## config.mk

```make
export PLATFORM = sky130hd
export DESIGN_NAME = mofd_decoder
export DESIGN_NICKNAME = d
export VERILOG_FILES = /design/src/hw/mofd_pkg.sv /design/src/hw/mofd_ifs.sv /design/src/hw/mofd_field_map.sv /design/src/hw/mofd_dual_check.sv /design/src/hw/mofd_decoder.sv
export VERILOG_INCLUDE_DIRS = /design/src /design/src/hw
export SDC_FILE = /design/constraint.sdc
export NUM_CORES = 1
export LEC_CHECK = 0
export BUFFER_PORTS_ARGS = -buffer_cell sky130_fd_sc_hd__buf_2
export CAP_MARGIN = 40
export CORE_MARGIN = 10
export CORE_UTILIZATION = 52
export DETAILED_ROUTE_END_ITERATION = 6
export PLACE_DENSITY = 0.85
export SLEW_MARGIN = 20
export SYNTH_ARGS = -nofsm -noshare
export SYNTH_HDL_FRONTEND = slang
export SYNTH_SLANG_ARGS = --single-unit
export TNS_END_PERCENT = 5
```

## constraint.sdc

```tcl
create_clock -name sys_clk_in -period 2.75 [get_ports sys_clk_in]
set_input_delay 0.55 -clock sys_clk_in [delete_from_list [all_inputs] [get_ports sys_clk_in]]
set_output_delay 0.55 -clock sys_clk_in [all_outputs]
set_load 0.01 [all_outputs]
```

## src/hw/mofd_cfg.svh

```systemverilog
// encodings and fixed counts for the move and operand field decoder
`ifndef MOFD_CFG_SVH
`define MOFD_CFG_SVH

// operation codes presented on op_in
`define MOFD_OP_NOP 3'h0
`define MOFD_OP_MAC 3'h1
`define MOFD_OP_ADD 3'h2
`define MOFD_OP_MOVW 3'h3
`define MOFD_OP_MOVL 3'h4
`define MOFD_OP_MOVXW 3'h5
`define MOFD_OP_MOVXL 3'h6

// register field codes shared by all move fields
`define MOFD_F_A 4'h0
`define MOFD_F_D 4'h3
`define MOFD_F_Y 4'h4
`define MOFD_F_X0 4'h5
`define MOFD_F_Y0 4'h6
`define MOFD_F_Y1 4'h7
`define MOFD_F_R0 4'h8
`define MOFD_F_N 4'hE

// sign prefix codes of the multiply operand
`define MOFD_SIGN_NONE 2'h0
`define MOFD_SIGN_PLUS 2'h1
`define MOFD_SIGN_MINUS 2'h2

// dual-read addressing modes
`define MOFD_AM_INC 2'h0
`define MOFD_AM_DEC 2'h1
`define MOFD_AM_PN 2'h2
`define MOFD_AM_PN3 2'h3

// dual-read pointers and destinations
`define MOFD_PTR_R2 3'h2
`define MOFD_PTR_LIM 3'h4
`define MOFD_DD_X0 2'h0
`define MOFD_DD_Y0 2'h1
`define MOFD_DD_BAD 2'h3

// counts
`define MOFD_MAC_CYC 2'h1
`define MOFD_MAC_WRD 2'h1
`define MOFD_ADD_OPS 2'h2
`define MOFD_NONE_CNT 2'h0

// illegal cause bit positions
`define MOFD_CAUSE_W 10
`define MOFD_C_MACOP 0
`define MOFD_C_SIGN 1
`define MOFD_C_ADDN 2
`define MOFD_C_R1PTR 3
`define MOFD_C_R1MODE 4
`define MOFD_C_R1DST 5
`define MOFD_C_R2MODE 6
`define MOFD_C_R2DST 7
`define MOFD_C_SRC 8
`define MOFD_C_DST 9

`endif

```

## src/hw/mofd_pkg.sv

```systemverilog
// types of the move and operand field decoder
package mofd_pkg;
    typedef enum logic [4:0] {
        MOFD_R_NONE, MOFD_R_A, MOFD_R_B, MOFD_R_C, MOFD_R_D, MOFD_R_Y,
        MOFD_R_X0, MOFD_R_Y0, MOFD_R_Y1,
        MOFD_R_R0, MOFD_R_R1, MOFD_R_R2, MOFD_R_R3, MOFD_R_R4, MOFD_R_R5,
        MOFD_R_N
    } mofd_reg_e;
    // none, upper_word_portion only, plain 16-bit word, upper:lower long, whole accumulator
    typedef enum logic [2:0] {
        MOFD_P_NONE, MOFD_P_UPPER, MOFD_P_WORD, MOFD_P_LONG, MOFD_P_WHOLE
    } mofd_part_e;
    typedef enum logic [1:0] {
        MOFD_K_WORD, MOFD_K_LONG, MOFD_K_XWORD, MOFD_K_XLONG
    } mofd_kind_e;
endpackage : mofd_pkg

```

## src/hw/mofd_ifs.sv

```systemverilog
// carriers between the decoder top and its field helpers
`timescale 1ns/1ps
interface mofd_map_if;
    import mofd_pkg::*;
    logic [3:0] code;
    mofd_kind_e kind;
    logic whole_name;
    mofd_reg_e sel;
    mofd_part_e part;
    logic legal;
    logic clr_low;
    logic sat;
    modport mapper (input code, kind, whole_name, output sel, part, legal, clr_low, sat);
    modport user (output code, kind, whole_name, input sel, part, legal, clr_low, sat);
endinterface : mofd_map_if

interface mofd_dual_if;
    logic [2:0] ptr1;
    logic [1:0] mode1;
    logic [1:0] dst1;
    logic [1:0] mode2;
    logic [1:0] dst2;
    logic bad_ptr1;
    logic bad_mode1;
    logic bad_dst1;
    logic bad_mode2;
    logic bad_dst2;
    modport checker_side (input ptr1, mode1, dst1, mode2, dst2,
                          output bad_ptr1, bad_mode1, bad_dst1, bad_mode2, bad_dst2);
    modport user (output ptr1, mode1, dst1, mode2, dst2,
                  input bad_ptr1, bad_mode1, bad_dst1, bad_mode2, bad_dst2);
endinterface : mofd_dual_if

```

## src/hw/mofd_field_map.sv

```systemverilog
// maps one move register-field code to a register and a portion
`timescale 1ns/1ps
`include "mofd_cfg.svh"
module mofd_field_map import mofd_pkg::*; #(
    parameter bit IS_DEST = 1'b0
) (
    mofd_map_if.mapper m
);
    //////////////////////////////////////////////////////////////////////
    // code to register; codes above N fall to none
    function automatic mofd_reg_e code_reg(input logic [3:0] c);
        mofd_reg_e r;
        r = MOFD_R_NONE;
        if (c <= `MOFD_F_N) begin
            r = mofd_reg_e'(5'(c) + 5'h01);
        end
        return r;
    endfunction : code_reg

    //////////////////////////////////////////////////////////////////////
    // legality, portion and side effects of the selected register
    always_comb begin
        logic is_acc;
        logic is_agu;
        logic is_long;
        is_acc = (m.code <= `MOFD_F_D);
        is_agu = (m.code >= `MOFD_F_R0) && (m.code <= `MOFD_F_N);
        is_long = (m.kind == MOFD_K_LONG) || (m.kind == MOFD_K_XLONG);
        m.legal = 1'b0;
        m.part = MOFD_P_NONE;
        m.clr_low = 1'b0;
        m.sat = 1'b0;
        case (m.kind)
            MOFD_K_WORD: begin
                m.legal = (m.code <= `MOFD_F_Y1) && (IS_DEST || m.code != `MOFD_F_Y);
            end
            MOFD_K_LONG: begin
                m.legal = (m.code <= `MOFD_F_Y);
            end
            MOFD_K_XWORD: begin
                // Y never reads as a word source, matching the core move field
                m.legal = (m.code <= `MOFD_F_N) && (IS_DEST || m.code != `MOFD_F_Y);
            end
            default: begin
                m.legal = (m.code <= `MOFD_F_Y) || is_agu;
            end
        endcase
        if (!m.legal) begin
            m.part = MOFD_P_NONE;
        end else if (is_long) begin
            m.part = (is_acc && IS_DEST) ? MOFD_P_WHOLE : MOFD_P_LONG;
        end else if (is_acc) begin
            m.part = IS_DEST ? MOFD_P_WHOLE : MOFD_P_UPPER;
        end else if (m.code == `MOFD_F_Y) begin
            m.part = MOFD_P_UPPER;
            m.clr_low = 1'b1;
        end else begin
            m.part = MOFD_P_WORD;
        end
        // a whole-accumulator name on a word read routes through the limiter
        m.sat = m.legal && !IS_DEST && !is_long && is_acc && m.whole_name;
        m.sel = m.legal ? code_reg(m.code) : MOFD_R_NONE;
    end
endmodule : mofd_field_map

```

## src/hw/mofd_dual_check.sv

```systemverilog
// addressing and destination checks of a dual-read parallel move
`timescale 1ns/1ps
`include "mofd_cfg.svh"
module mofd_dual_check (
    mofd_dual_if.checker_side d
);
    //////////////////////////////////////////////////////////////////////
    // first read: Rj pointers minus R2, no post-decrement, no N3, not into X0; second read: no PN update, not into Y0
    always_comb begin
        d.bad_ptr1 = (d.ptr1 == `MOFD_PTR_R2) || (d.ptr1 >= `MOFD_PTR_LIM);
        d.bad_mode1 = (d.mode1 == `MOFD_AM_DEC) || (d.mode1 == `MOFD_AM_PN3);
        d.bad_dst1 = (d.dst1 == `MOFD_DD_X0) || (d.dst1 == `MOFD_DD_BAD);
        d.bad_mode2 = (d.mode2 == `MOFD_AM_PN);
        d.bad_dst2 = (d.dst2 == `MOFD_DD_Y0) || (d.dst2 == `MOFD_DD_BAD);
    end
endmodule : mofd_dual_check

```

## src/hw/mofd_decoder.sv

```systemverilog
// operand legality and move register-field decoder, registered outputs
//
// How it works
// - multiply takes two word-set sources, accumulates into eight-register set, one cycle, one word.
// - minus prefix negates the product; plus or no prefix leaves it unchanged.
// - add naming three register operands is rejected; add takes exactly two.
// - dual read: pointer register two is illegal for the first read.
// - dual read: post-decrement is illegal on the first read.
// - dual read: x0 may not be the first read's destination.
// - second read allows post-increment, post-decrement, post-update by index three only.
// - dual read: y0 may not be the second read's destination.
// - word source field picks accumulator upper words or three data registers.
// - word destination picks whole accumulator, long register or data register.
// - a word written to the long register fills upper half, clears lower.
// - long source picks upper:lower of four accumulators or long register.
// - long destination picks a whole accumulator or the long register.
// - extended word source adds six pointers and general index, fourteen total.
// - extended word destination adds seven ADDRESS_GENERATION_UNIT registers, same lower-half clear.
// - extended long source adds seven ADDRESS_GENERATION_UNIT registers to five long sources.
// - extended long destination: accumulators, long register, seven ADDRESS_GENERATION_UNIT registers.
// - naming an accumulator whole as a word-move source turns limiter saturation on; long moves never saturate.
// - in word moves the long register is a destination only, never a source.
`timescale 1ns/1ps
`include "mofd_cfg.svh"
module mofd_decoder import mofd_pkg::*; (
    input wire logic sys_clk_in,
    input wire logic sys_rst_in,
    input wire logic valid_in,
    input wire logic [2:0] op_in,
    input wire logic [1:0] sign_in,
    input wire logic [2:0] mult_a_in,
    input wire logic [2:0] mult_b_in,
    input wire logic [2:0] acc_in,
    input wire logic [1:0] add_ops_in,
    input wire logic [3:0] src_code_in,
    input wire logic [3:0] dst_code_in,
    input wire logic src_whole_in,
    input wire logic dual_par_in,
    input wire logic [2:0] ptr1_in,
    input wire logic [1:0] mode1_in,
    input wire logic [1:0] dst1_in,
    input wire logic [1:0] mode2_in,
    input wire logic [1:0] dst2_in,
    output logic dec_valid_out,
    output logic illegal_out,
    output logic [`MOFD_CAUSE_W-1:0] cause_out,
    output logic negate_out,
    output mofd_reg_e mult_a_sel_out,
    output mofd_reg_e mult_b_sel_out,
    output mofd_reg_e acc_sel_out,
    output mofd_reg_e src_sel_out,
    output mofd_part_e src_part_out,
    output mofd_reg_e dst_sel_out,
    output mofd_part_e dst_part_out,
    output logic clr_low_out,
    output logic sat_out,
    output logic [1:0] cycles_out,
    output logic [1:0] words_out
);
    //////////////////////////////////////////////////////////////////////
    // helpers
    mofd_map_if src_if ();
    mofd_map_if dst_if ();
    mofd_dual_if dual_if ();

    mofd_field_map #(
        .IS_DEST(1'b0)
    ) u_src_map (
        .m(src_if.mapper)
    );

    mofd_field_map #(
        .IS_DEST(1'b1)
    ) u_dst_map (
        .m(dst_if.mapper)
    );

    mofd_dual_check u_dual (
        .d(dual_if.checker_side)
    );

    //////////////////////////////////////////////////////////////////////
    // state
    logic dec_valid_reg;
    logic dec_valid_next;
    logic illegal_reg;
    logic illegal_next;
    logic [`MOFD_CAUSE_W-1:0] cause_reg;
    logic [`MOFD_CAUSE_W-1:0] cause_next;
    logic negate_reg;
    logic negate_next;
    mofd_reg_e mult_a_reg;
    mofd_reg_e mult_a_next;
    mofd_reg_e mult_b_reg;
    mofd_reg_e mult_b_next;
    mofd_reg_e acc_reg;
    mofd_reg_e acc_next;
    mofd_reg_e src_sel_reg;
    mofd_reg_e src_sel_next;
    mofd_part_e src_part_reg;
    mofd_part_e src_part_next;
    mofd_reg_e dst_sel_reg;
    mofd_reg_e dst_sel_next;
    mofd_part_e dst_part_reg;
    mofd_part_e dst_part_next;
    logic clr_low_reg;
    logic clr_low_next;
    logic sat_reg;
    logic sat_next;
    logic [1:0] cycles_reg;
    logic [1:0] cycles_next;
    logic [1:0] words_reg;
    logic [1:0] words_next;

    logic is_move;
    logic dual_on;
    logic [`MOFD_CAUSE_W-1:0] cause;

    //////////////////////////////////////////////////////////////////////
    // word source set of the multiplier: every field code but Y
    function automatic mofd_reg_e mult_reg(input logic [2:0] c);
        mofd_reg_e r;
        r = MOFD_R_NONE;
        if ({1'b0, c} != `MOFD_F_Y) begin
            r = mofd_reg_e'(5'(c) + 5'h01);
        end
        return r;
    endfunction : mult_reg

    // accumulate set: all eight codes are legal
    function automatic mofd_reg_e acc_reg_of(input logic [2:0] c);
        return mofd_reg_e'(5'(c) + 5'h01);
    endfunction : acc_reg_of

    //////////////////////////////////////////////////////////////////////
    // feed the field helpers
    always_comb begin
        src_if.code = src_code_in;
        dst_if.code = dst_code_in;
        src_if.whole_name = src_whole_in;
        dst_if.whole_name = 1'b0;
        case (op_in)
            `MOFD_OP_MOVL: begin
                src_if.kind = MOFD_K_LONG;
            end
            `MOFD_OP_MOVXW: begin
                src_if.kind = MOFD_K_XWORD;
            end
            `MOFD_OP_MOVXL: begin
                src_if.kind = MOFD_K_XLONG;
            end
            default: begin
                src_if.kind = MOFD_K_WORD;
            end
        endcase
        dst_if.kind = src_if.kind;
    end

    // dual-read fields go straight to their checker
    always_comb begin
        dual_if.ptr1 = ptr1_in;
        dual_if.mode1 = mode1_in;
        dual_if.dst1 = dst1_in;
        dual_if.mode2 = mode2_in;
        dual_if.dst2 = dst2_in;
    end

    //////////////////////////////////////////////////////////////////////
    // illegal causes, gathered per operation
    always_comb begin
        is_move = (op_in >= `MOFD_OP_MOVW) && (op_in <= `MOFD_OP_MOVXL);
        // a dual read rides only on multiply or add
        dual_on = dual_par_in && ((op_in == `MOFD_OP_MAC) || (op_in == `MOFD_OP_ADD));
        cause = '0;
        if (op_in == `MOFD_OP_MAC) begin
            cause[`MOFD_C_MACOP] = (mult_reg(mult_a_in) == MOFD_R_NONE)
                || (mult_reg(mult_b_in) == MOFD_R_NONE);
            cause[`MOFD_C_SIGN] = (sign_in != `MOFD_SIGN_NONE) && (sign_in != `MOFD_SIGN_PLUS)
                && (sign_in != `MOFD_SIGN_MINUS);
        end
        if (op_in == `MOFD_OP_ADD) begin
            cause[`MOFD_C_ADDN] = (add_ops_in != `MOFD_ADD_OPS);
        end
        if (dual_on) begin
            cause[`MOFD_C_R1PTR] = dual_if.bad_ptr1;
            cause[`MOFD_C_R1MODE] = dual_if.bad_mode1;
            cause[`MOFD_C_R1DST] = dual_if.bad_dst1;
            cause[`MOFD_C_R2MODE] = dual_if.bad_mode2;
            cause[`MOFD_C_R2DST] = dual_if.bad_dst2;
        end
        if (is_move) begin
            cause[`MOFD_C_SRC] = !src_if.legal;
            cause[`MOFD_C_DST] = !dst_if.legal;
        end
        // unused operation codes are themselves out of the permitted set
        if (op_in > `MOFD_OP_MOVXL) begin
            cause[`MOFD_C_MACOP] = 1'b1;
        end
    end

    //////////////////////////////////////////////////////////////////////
    // next decoded result; an illegal word drives every select to none
    always_comb begin
        dec_valid_next = valid_in;
        illegal_next = 1'b0;
        cause_next = '0;
        negate_next = 1'b0;
        mult_a_next = MOFD_R_NONE;
        mult_b_next = MOFD_R_NONE;
        acc_next = MOFD_R_NONE;
        src_sel_next = MOFD_R_NONE;
        src_part_next = MOFD_P_NONE;
        dst_sel_next = MOFD_R_NONE;
        dst_part_next = MOFD_P_NONE;
        clr_low_next = 1'b0;
        sat_next = 1'b0;
        cycles_next = `MOFD_NONE_CNT;
        words_next = `MOFD_NONE_CNT;
        if (valid_in && (cause != '0)) begin
            illegal_next = 1'b1;
            cause_next = cause;
        end else if (valid_in && (op_in == `MOFD_OP_MAC)) begin
            mult_a_next = mult_reg(mult_a_in);
            mult_b_next = mult_reg(mult_b_in);
            acc_next = acc_reg_of(acc_in);
            negate_next = (sign_in == `MOFD_SIGN_MINUS);
            cycles_next = `MOFD_MAC_CYC;
            words_next = `MOFD_MAC_WRD;
        end else if (valid_in && is_move) begin
            src_sel_next = src_if.sel;
            src_part_next = src_if.part;
            dst_sel_next = dst_if.sel;
            dst_part_next = dst_if.part;
            clr_low_next = dst_if.clr_low;
            sat_next = src_if.sat;
        end
    end

    //////////////////////////////////////////////////////////////////////
    // registers; outputs come straight from here
    always_ff @(posedge sys_clk_in or posedge sys_rst_in) begin
        if (sys_rst_in) begin
            dec_valid_reg <= 1'b0;
            illegal_reg <= 1'b0;
            cause_reg <= '0;
            negate_reg <= 1'b0;
            mult_a_reg <= MOFD_R_NONE;
            mult_b_reg <= MOFD_R_NONE;
            acc_reg <= MOFD_R_NONE;
            src_sel_reg <= MOFD_R_NONE;
            src_part_reg <= MOFD_P_NONE;
            dst_sel_reg <= MOFD_R_NONE;
            dst_part_reg <= MOFD_P_NONE;
            clr_low_reg <= 1'b0;
            sat_reg <= 1'b0;
            cycles_reg <= `MOFD_NONE_CNT;
            words_reg <= `MOFD_NONE_CNT;
        end else begin
            dec_valid_reg <= dec_valid_next;
            illegal_reg <= illegal_next;
            cause_reg <= cause_next;
            negate_reg <= negate_next;
            mult_a_reg <= mult_a_next;
            mult_b_reg <= mult_b_next;
            acc_reg <= acc_next;
            src_sel_reg <= src_sel_next;
            src_part_reg <= src_part_next;
            dst_sel_reg <= dst_sel_next;
            dst_part_reg <= dst_part_next;
            clr_low_reg <= clr_low_next;
            sat_reg <= sat_next;
            cycles_reg <= cycles_next;
            words_reg <= words_next;
        end
    end

    //////////////////////////////////////////////////////////////////////
    // outputs
    assign dec_valid_out = dec_valid_reg;
    assign illegal_out = illegal_reg;
    assign cause_out = cause_reg;
    assign negate_out = negate_reg;
    assign mult_a_sel_out = mult_a_reg;
    assign mult_b_sel_out = mult_b_reg;
    assign acc_sel_out = acc_reg;
    assign src_sel_out = src_sel_reg;
    assign src_part_out = src_part_reg;
    assign dst_sel_out = dst_sel_reg;
    assign dst_part_out = dst_part_reg;
    assign clr_low_out = clr_low_reg;
    assign sat_out = sat_reg;
    assign cycles_out = cycles_reg;
    assign words_out = words_reg;
endmodule : mofd_decoder

```

Word-level counts from Yosys, hierarchy flattened:

Cells that the tools add are included.

* add/sub/neg operators: 5
* $lt $le $gt $ge: 14
* eq/ne operators: 24
* mux-type cells: 59
* reduce and logical (&&, ||, !) cells: 32

Operator list (count)
* 5-bit two-way mux: 13
* 3-bit two-way mux: 13
* 4-bit two-way mux: 8
* 1-bit two-way mux: 17
* 4-bit by 3-bit less-or-equal comparator with 1-bit output (second input constant): 4
* 2-bit equality test (second input constant): 7
* 1-bit logical AND: 14
* 3-bit by 1-bit adder with 4-bit output (second input constant): 3
* 4-bit by 1-bit adder with 5-bit output (second input constant): 2
* 5-bit logical NOT: 2
* 10-bit two-way mux: 1
* 10-bit nonzero test: 1
* 3-bit equality test (second input constant): 3
* 1-bit logical OR: 9
* 4-bit by 3-bit equality test with 1-bit output (second input constant): 2
* 4-bit >= comparator (second input constant): 2
* 4-bit by 2-bit less-or-equal comparator with 1-bit output (second input constant): 2
* 4-bit less-or-equal comparator (second input constant): 2
* 2-bit two-way mux: 4
* 2-bit by 1-bit equality test with 1-bit output (second input constant): 3
* 3-bit by 2-bit equality test with 1-bit output (second input constant): 2
* 3-bit inequality test (second input constant): 2
* 1-bit case mux with 3 select lines: 2
* 2-bit case mux with 3 select lines: 1
* other kinds (11): 15

* register bits: 48
* bits of input ports: 40
* word-level logic and storage cells: 148

Logic depth before layout (Yosys ltp):

Gate-level depths: netlist (run 1).

* depth in word-level cells: 11
* mapped depth: 9

Cells and area by module:

From an unflattened synthesis (run 1), not the netlist that was laid out.

* cells, all modules: 260
* area, all modules: 2691.3 sq um

Modules (own cells, without submodules)
* mofd_decoder: instances 1, cells each 188, area an instance 2242.2 sq um, sequential area each 1101.1 sq um
* mofd_field_map at u_src_map: instances 1, cells each 37, area an instance 240.2 sq um, sequential area each 0.0 sq um
* mofd_field_map at u_dst_map: instances 1, cells each 29, area an instance 175.2 sq um, sequential area each 0.0 sq um
* mofd_dual_check: instances 1, cells each 6, area an instance 33.8 sq um, sequential area each 0.0 sq um

Worst setup path after synthesis (run 1):

No wires, ideal clock.

* kind: input to register
* start point: input port dst_code_in[0]
* end point: register acc_reg[2], in the netlist acc_sel_out[2]
* setup time: 0.121 ns
* data arrival time: 1.955 ns
* required time: 2.629 ns
* slack: 0.674 ns
* stages: 9
* cells stage by stage: inv_1 > ha_1 > o21a_1 > a221oi_1 > o32ai_2 > and4_4 > nand4_4 > buf_2 > nor2_1

* longest elaborated chain between the ends: 9
* elaborated cells on any way between the ends: 12
* classes of those cells: order compare: 4; mux: 3; reduce/logical: 5

Ends and longest elaborated chain
* start: declaration: line mofd_decoder.sv:36 `input wire logic [3:0] dst_code_in,`
* 4-bit >= comparator (no line) or 4-bit less-or-equal comparator (tied branches)
* 1-bit logical AND: line mofd_field_map.sv:27 `` is_agu = (m.code >= `MOFD_F_R0) && (m.code <= `MOFD_F_N); ``
* 1-bit logical OR: line mofd_field_map.sv:45 `` m.legal = (m.code <= `MOFD_F_Y) || is_agu; ``
* 1-bit case mux with 3 select lines *: line mofd_field_map.sv:33 `case (m.kind)`
* 1-bit logical NOT *
* 2-bit two-way mux *: line mofd_decoder.sv:191 `if (is_move) begin`
* 10-bit nonzero test *: line mofd_decoder.sv:219 `if (valid_in && (cause != '0)) begin`
* 1-bit logical AND *: line mofd_decoder.sv:219
* 4-bit two-way mux *: line mofd_decoder.sv:219
* via acc_next[2]: line mofd_decoder.sv:97 `mofd_reg_e acc_next;`
* end signal: assignment: line mofd_decoder.sv:265 `acc_reg <= acc_next;`
* end: declaration: line mofd_decoder.sv:96 `mofd_reg_e acc_reg;`

The timed path passes the listed nets; every way through them passes the cells marked *.

Worst setup path after layout (run 1):

* start point: input port dst_code_in[0]
* end point: register mult_a_reg[3], in the netlist mult_a_sel_out[3]

* longest elaborated chain between the ends: 9
* elaborated cells on any way between the ends: 12
* classes of those cells: order compare: 4; mux: 3; reduce/logical: 5

Ends and longest elaborated chain
* 4-bit >= comparator (no line) or 4-bit less-or-equal comparator (tied branches)
* 1-bit logical AND: line mofd_field_map.sv:27
* 1-bit logical OR: line mofd_field_map.sv:45
* 1-bit case mux with 3 select lines *: line mofd_field_map.sv:33
* 1-bit logical NOT *
* 2-bit two-way mux *: line mofd_decoder.sv:191
* 10-bit nonzero test *: line mofd_decoder.sv:219
* 1-bit logical AND *: line mofd_decoder.sv:219
* 4-bit two-way mux *: line mofd_decoder.sv:219
* via mult_a_next[3]: line mofd_decoder.sv:93 `mofd_reg_e mult_a_next;`
* end signal: assignment: line mofd_decoder.sv:263 `mult_a_reg <= mult_a_next;`
* end: declaration: line mofd_decoder.sv:92 `mofd_reg_e mult_a_reg;`

Marked as above.

==> out/metrics.cfg, run 1 <==
[status]
outcome = complete, no violations

[worst_setup_path]
cp-start-kind = input port
worst-path-buf-inv = 2
slowest_delay_ns = 0.34
arrival_ns = 2.36
worstPathMaxFanout = 14
critPathCaptureType = flop
cp_data_required_time_ns = 2.95
slowest_stage = o32ai_2
cpLargestDelayFamily = simple AND/OR/NAND/NOR gates
crit_chain = buf_2 > inv_1 > ha_1 > o21a_1 > a221oi_1 > o32ai_2 > and4_4 > nand4_4 > nor4_2
crit_type = in2reg

[final_layout]
fill_cells = 327
area_growth_pct = 22.3
antenna_cells = 0
seq_area_sq_um = 1080
drive_above_1_share_pct = 39.2
fin_nets = 342
multiInputGateArea_sq_um = 922

[sta]
tightestPinTransition_ns = 0.547
fin_crit_sh_pct = 78.7
setup_viol = 0
fin_crit_ns = 2.17
relSlewSlack_pct = 63.3
fin_tns_setup_ns = 0
slew_violations = 0
hold_viol = 0
rsz0062_at_grt = no
fmax_ghz = 0.462

[drt]
ant_nets = 0
dr.pass1.iters = 4
initialDrtViolationCount = 81
drt-total-wl_mm = 5.03
route.detailed.drc = 0
avgViaCountPerCell = 5.03
wl_per_cell_um = 14.7
vias = 1724

[yosys]
synth_top_area_share_pct = 48.8
yosys_warnings = 0
ys_seq_area_share_pct = 48.8
synthFlopType = dfrtp_1
async_flop_share_pct = 100
ys_types = 52
avgSynthCellArea_sq_um = 10.4
yosys.cell_count.top_type = dfrtp_1
yosys.area.top_type = dfrtp_1
synth_area_leaders = dfrtp_1 (49%), ha_1 (5.7%), nor2_1 (4.4%)
synth_cells = 211
ys_ff_latch = 43
synth_commonest_cells = dfrtp_1 (43), nor2_1 (26), inv_1 (22), ha_1 (10), nor2_2 (10)
synth_edf_count = 0
syn-cell-area_sq_um = 2200

[clock_tree]
post_cts_resized = 0
clk_pin_slew_ns = 0.08
cts_made_buffers = 5
cts_hold_buf = 0
clock-sinks = 43
cts_setup_buffers = 0
cts_tree = yes
clockBufferDepth = 2
htreeDepth = 2
cts-root-buf = clkbuf_8

[run]
cap_viol_max_count = 0

[placement]
io_buffers = 81
gp_congestion = 0.801
hpwl_mm = 4.08

[global_route]
grt.total_usage_pct = 14.2
grt_overflow = 0
grt_pass1_vias = 1847
antenna_found_initial = 0
grt_pass1_wl_mm = 8.58
grt_max_degree = 17

[pwr]
leakagePower_nw = 1.53
peakVddDrop_uv = 216
powerDensity_nw_per_um2 = 505
power_mw = 1.36

[floorplan]
rows = 23
io_pins = 90
dieWidth_um = 85.1
die_h_um = 85.1
start_util_pct = 54.3
die_area_sq_um = 7240
core_area_sq_um = 4060

[hold_path]
hold_class = in2async

==> cell type report <==
| type | count | share of cell area (%) |
|---|---|---|
| clock buffers | 6 | 3.06 |
| clock inverters | 2 | 1.44 |
| inverters | 23 | 3.20 |
| multi-input cells | 136 | 34.2 |
| flip-flops and latches | 43 | 39.9 |
| well taps | 50 | 2.32 |
| repair buffers | 83 | 15.9 |
==> registers in the layout (all words and copies together) (netlist names) <==
| name | cells |
|---|---|
| src_part_out | 2 |
| src_sel_out | 5 |
| words_out | 1 |
| mult_a_sel_out | 4 |
| cause_out | 10 |
| illegal_out | 1 |
| clr_low_out | 1 |
| dst_sel_out | 5 |
| dec_valid_out | 1 |
| acc_sel_out | 4 |
| dst_part_out | 3 |
| mult_b_sel_out | 4 |
| sat_out | 1 |
| negate_out | 1 |
==> path summary, 6_finish.rpt <==
| check | start | end | depth (start not counted) | slack, ns |
|---|---|---|---|---|
| max in group asynchronous | sys_rst_in | cause_out[3] | 3 | 1.97 |
| min in group sys_clk_in | acc_in[0] | acc_sel_out[0] | 2 | 0.44 |
| max | dst_code_in[0] | mult_a_sel_out[3] | 9 | 0.58 |
| min | sys_rst_in | mult_a_sel_out[2] | 2 | 0.23 |
==> logic make-up (layout without fill, tap and decap cells) <==
group / after synthesis / after routing / synth area share (%)
adder cells (fa/ha/maj): 10 / 10 / 5.68
XOR/XNOR: 7 / 7 / 2.78
flip-flops: 43 / 43 / 48.8
AO/OA/AOI/OAI: 28 / 28 / 9.54
other: 1 / 6 / 0.170
AND/OR/NAND/NOR: 85 / 85 / 22.8
buffers and inverters: 37 / 114 / 10.2
==> power by group <==
part | switching [mW] | internal, mW | leakage (nW)
Sequential | 0.00287 | 0.645 | 0.593
Clock | 0.214 | 0.299 | 0.0618
Combinational | 0.124 | 0.0772 | 0.871
Total | 0.340 | 1.02 | 1.53
==> metal layers <==
metal | global-route usage [%] | vias to the layer above | wire (um)
met5 | 0 | - | 0
li1 | - | 856 | -
met2 | 25.1 | 64 | 2530
met3 | 5.16 | 4 | 398
met4 | 3.59 | 0 | 44
met1 | 15.6 | 800 | 2060
==> per-stage QoR <==
| stage | std cells | setup WS (ns) | cell area [sq um] | utilization, % | hold slack [ns] |
|---|---|---|---|---|---|
| global route | 343 | 0.486 | 2700 | 66.5 | 0.248 |
| global placement | 334 | 0.349 | 2560 | 63.1 | 0.686 |
| floorplan | 216 | 0.674 | 2220 | - | 0.581 |
| finish | 343 | 0.585 | 2700 | 66.5 | 0.229 |
| detailed placement | 335 | 0.300 | 2570 | 63.5 | 0.552 |
| CTS | 343 | 0.587 | 2700 | 66.5 | 0.231 |
==> placed cells by master (no fill, tap or decap), types with 2 or more instances in the layout <==
| cell | instances |
|---|---|
| buf_2 | 81 |
| nor3_1 | 6 |
| nand4_1 | 2 |
| ha_1 | 10 |
| clkbuf_8 | 6 |
| nand2_1 | 8 |
| and3_2 | 2 |
| nand3_1 | 7 |
| nand3b_1 | 4 |
| nor2_2 | 10 |
| nor4_2 | 2 |
| conb_1 | 6 |
| dfrtp_1 | 43 |
| xor2_1 | 4 |
| nor2_1 | 26 |
| inv_1 | 21 |
| o21ai_0 | 4 |
| nand2b_1 | 3 |
| xnor2_1 | 3 |
| nor2b_1 | 3 |
| a21oi_1 | 7 |
| and3_1 | 3 |
(Power assumes the default switching activity.)
==> run 2, diff against run 1 <==
CORE_UTILIZATION = 43   (was 52)
PLACE_DENSITY = 0.75   (was 0.85)
clock period = 1.8 ns   (was 2.75 ns; I/O delays follow)
==> out/metrics.cfg, run 2 (same netlist as run 1, synthesis figures left out) <==
[sta]
timing.hold.ws_ns = 0.0450
fin_crit_ns = 1.76
hold_viol = 0
fmax_ghz = 0.569
fin_tns_setup_ns = 0
fin_crit_sh_pct = 97.6
slew_violations = 0
setup_viol = 0
rsz0062_at_grt = yes

[floorplan]
io_pins = 90
rows = 26
core_area_sq_um = 5040
die_area_sq_um = 8390
dieWidth_um = 91.6
start_util_pct = 43.7
die_h_um = 91.6

[drt]
dr.pass1.iters = 6
drt-total-wl_mm = 5.64
ant_nets = 0
wl_per_cell_um = 13.8
initialDrtViolationCount = 79
avgViaCountPerCell = 4.65
vias = 1905
route.detailed.drc = 0

[worst_setup_path]
crit_type = in2reg
worstPathMaxFanout = 11
cpLargestDelayFamily = compound AO/OA/AOI/OAI gates
arrival_ns = 1.95
cp_data_required_time_ns = 1.99
worst-path-buf-inv = 2
slowest_stage = a222oi_1
cp-start-kind = input port
critPathCaptureType = flop
crit_chain = buf_2 > nand3_2 > a311o_1 > a222oi_1 > nor3_2 > nand3_4 > buf_4 > nor2_1
slowest_delay_ns = 0.44

[final_layout]
fin_nets = 389
area_growth_pct = 39.2
largest_reg_flops = 10
antenna_cells = 0
layout_commonest_cell = buf_2
final_cell_mix = buf_2 (81), buf_4 (47), dfrtp_1 (43)
finalNonFillerCells = 410
drive_above_1_share_pct = 48.5

[pwr]
pwr-share-seq_pct = 50.5
peakVddDrop_uv = 258
p_int_mw = 1.44
leakagePower_nw = 1.74
switching_share_pct = 26.5
p_clk_share_pct = 29.3
p_sw_uw = 519
power_frac_comb_pct = 20.1
power_mw = 1.96
powerDensity_nw_per_um2 = 639

[run]
cap_viol_max_count = 0

[clock_tree]
cts_tree = yes
clk_pin_slew_ns = 0.08
htreeDepth = 2
cts_made_buffers = 5
cts-root-buf = clkbuf_8
cts_hold_buf = 0
clockBufferDepth = 2
clock-sinks = 43

[status]
outcome = complete, no violations

[global_route]
grt_pass1_vias = 2059
grt_max_degree = 21
grt_pass1_wl_mm = 9.27
antenna_found_initial = 0
grt_overflow = 0
grt.total_usage_pct = 13.5

[placement]
io_buffers = 81
dp_cells = 395
gp_congestion = 0.763
hpwl_mm = 4.59

[hold_path]
hold_class = in2async

==> run 2: area by class of cell <==
class,instances,area (sq um)
well taps,70,87.6
inverters,23,86.3
multi-input cells,136,938
repair buffers,130,798
clock inverters,1,5.00
fillers,440,1970
clock buffers,7,76.3
flip-flops and latches,43,1080
==> run 2: how the worst max path moves through the flow <==
stage              startpoint                end  depth (start not counted)
5_1_grt        dst_code_in[0]  mult_b_sel_out[2]                         10
6_report       src_code_in[0]     src_sel_out[4]                          8
3_5_place_dp   dst_code_in[0]  mult_b_sel_out[2]                         10
4_1_cts          mult_b_in[0]  mult_b_sel_out[2]                         10
3_3_place_gp   dst_code_in[0]  mult_b_sel_out[2]                         10
2_1_floorplan  src_code_in[2]     dst_sel_out[2]                          8
==> run 2: metal layers <==
metal,vias to the layer above,track usage (%),wire [um]
met5,-,0,0
li1,947,-,-
met2,69,23.6,2840
met4,0,6.79,150
met1,876,14.0,2160
met3,13,4.94,491
==> run 2: per-stage QoR <==
step	worst slack [ns]	util, %	area [sq um]
after CTS	0.0104	59.7	3010
final	0.0428	60.8	3070
after floorplan	-0.00802	-	2240
after global placement	-0.263	58.0	2930
after global routing	-0.0688	60.8	3070
after detailed placement	-0.291	58.0	2930
==> run 2: what timing repair did <==
action                                  CTS  global route
endpoints found under the setup margin    0            18
resized for setup                         0             2
buffers inserted                          0             7
==> run 2: power groups by stage <==
stage | clock, mW | sequential, mW | combinational (mW)
detailed placement | 0 | 1.01 | 0.385
finish | 0.576 | 0.990 | 0.395
floorplan | 0 | 1.02 | 0.202
CTS | 0.594 | 0.990 | 0.388
global route | 0.644 | 0.992 | 0.439
global placement | 0 | 1.01 | 0.372
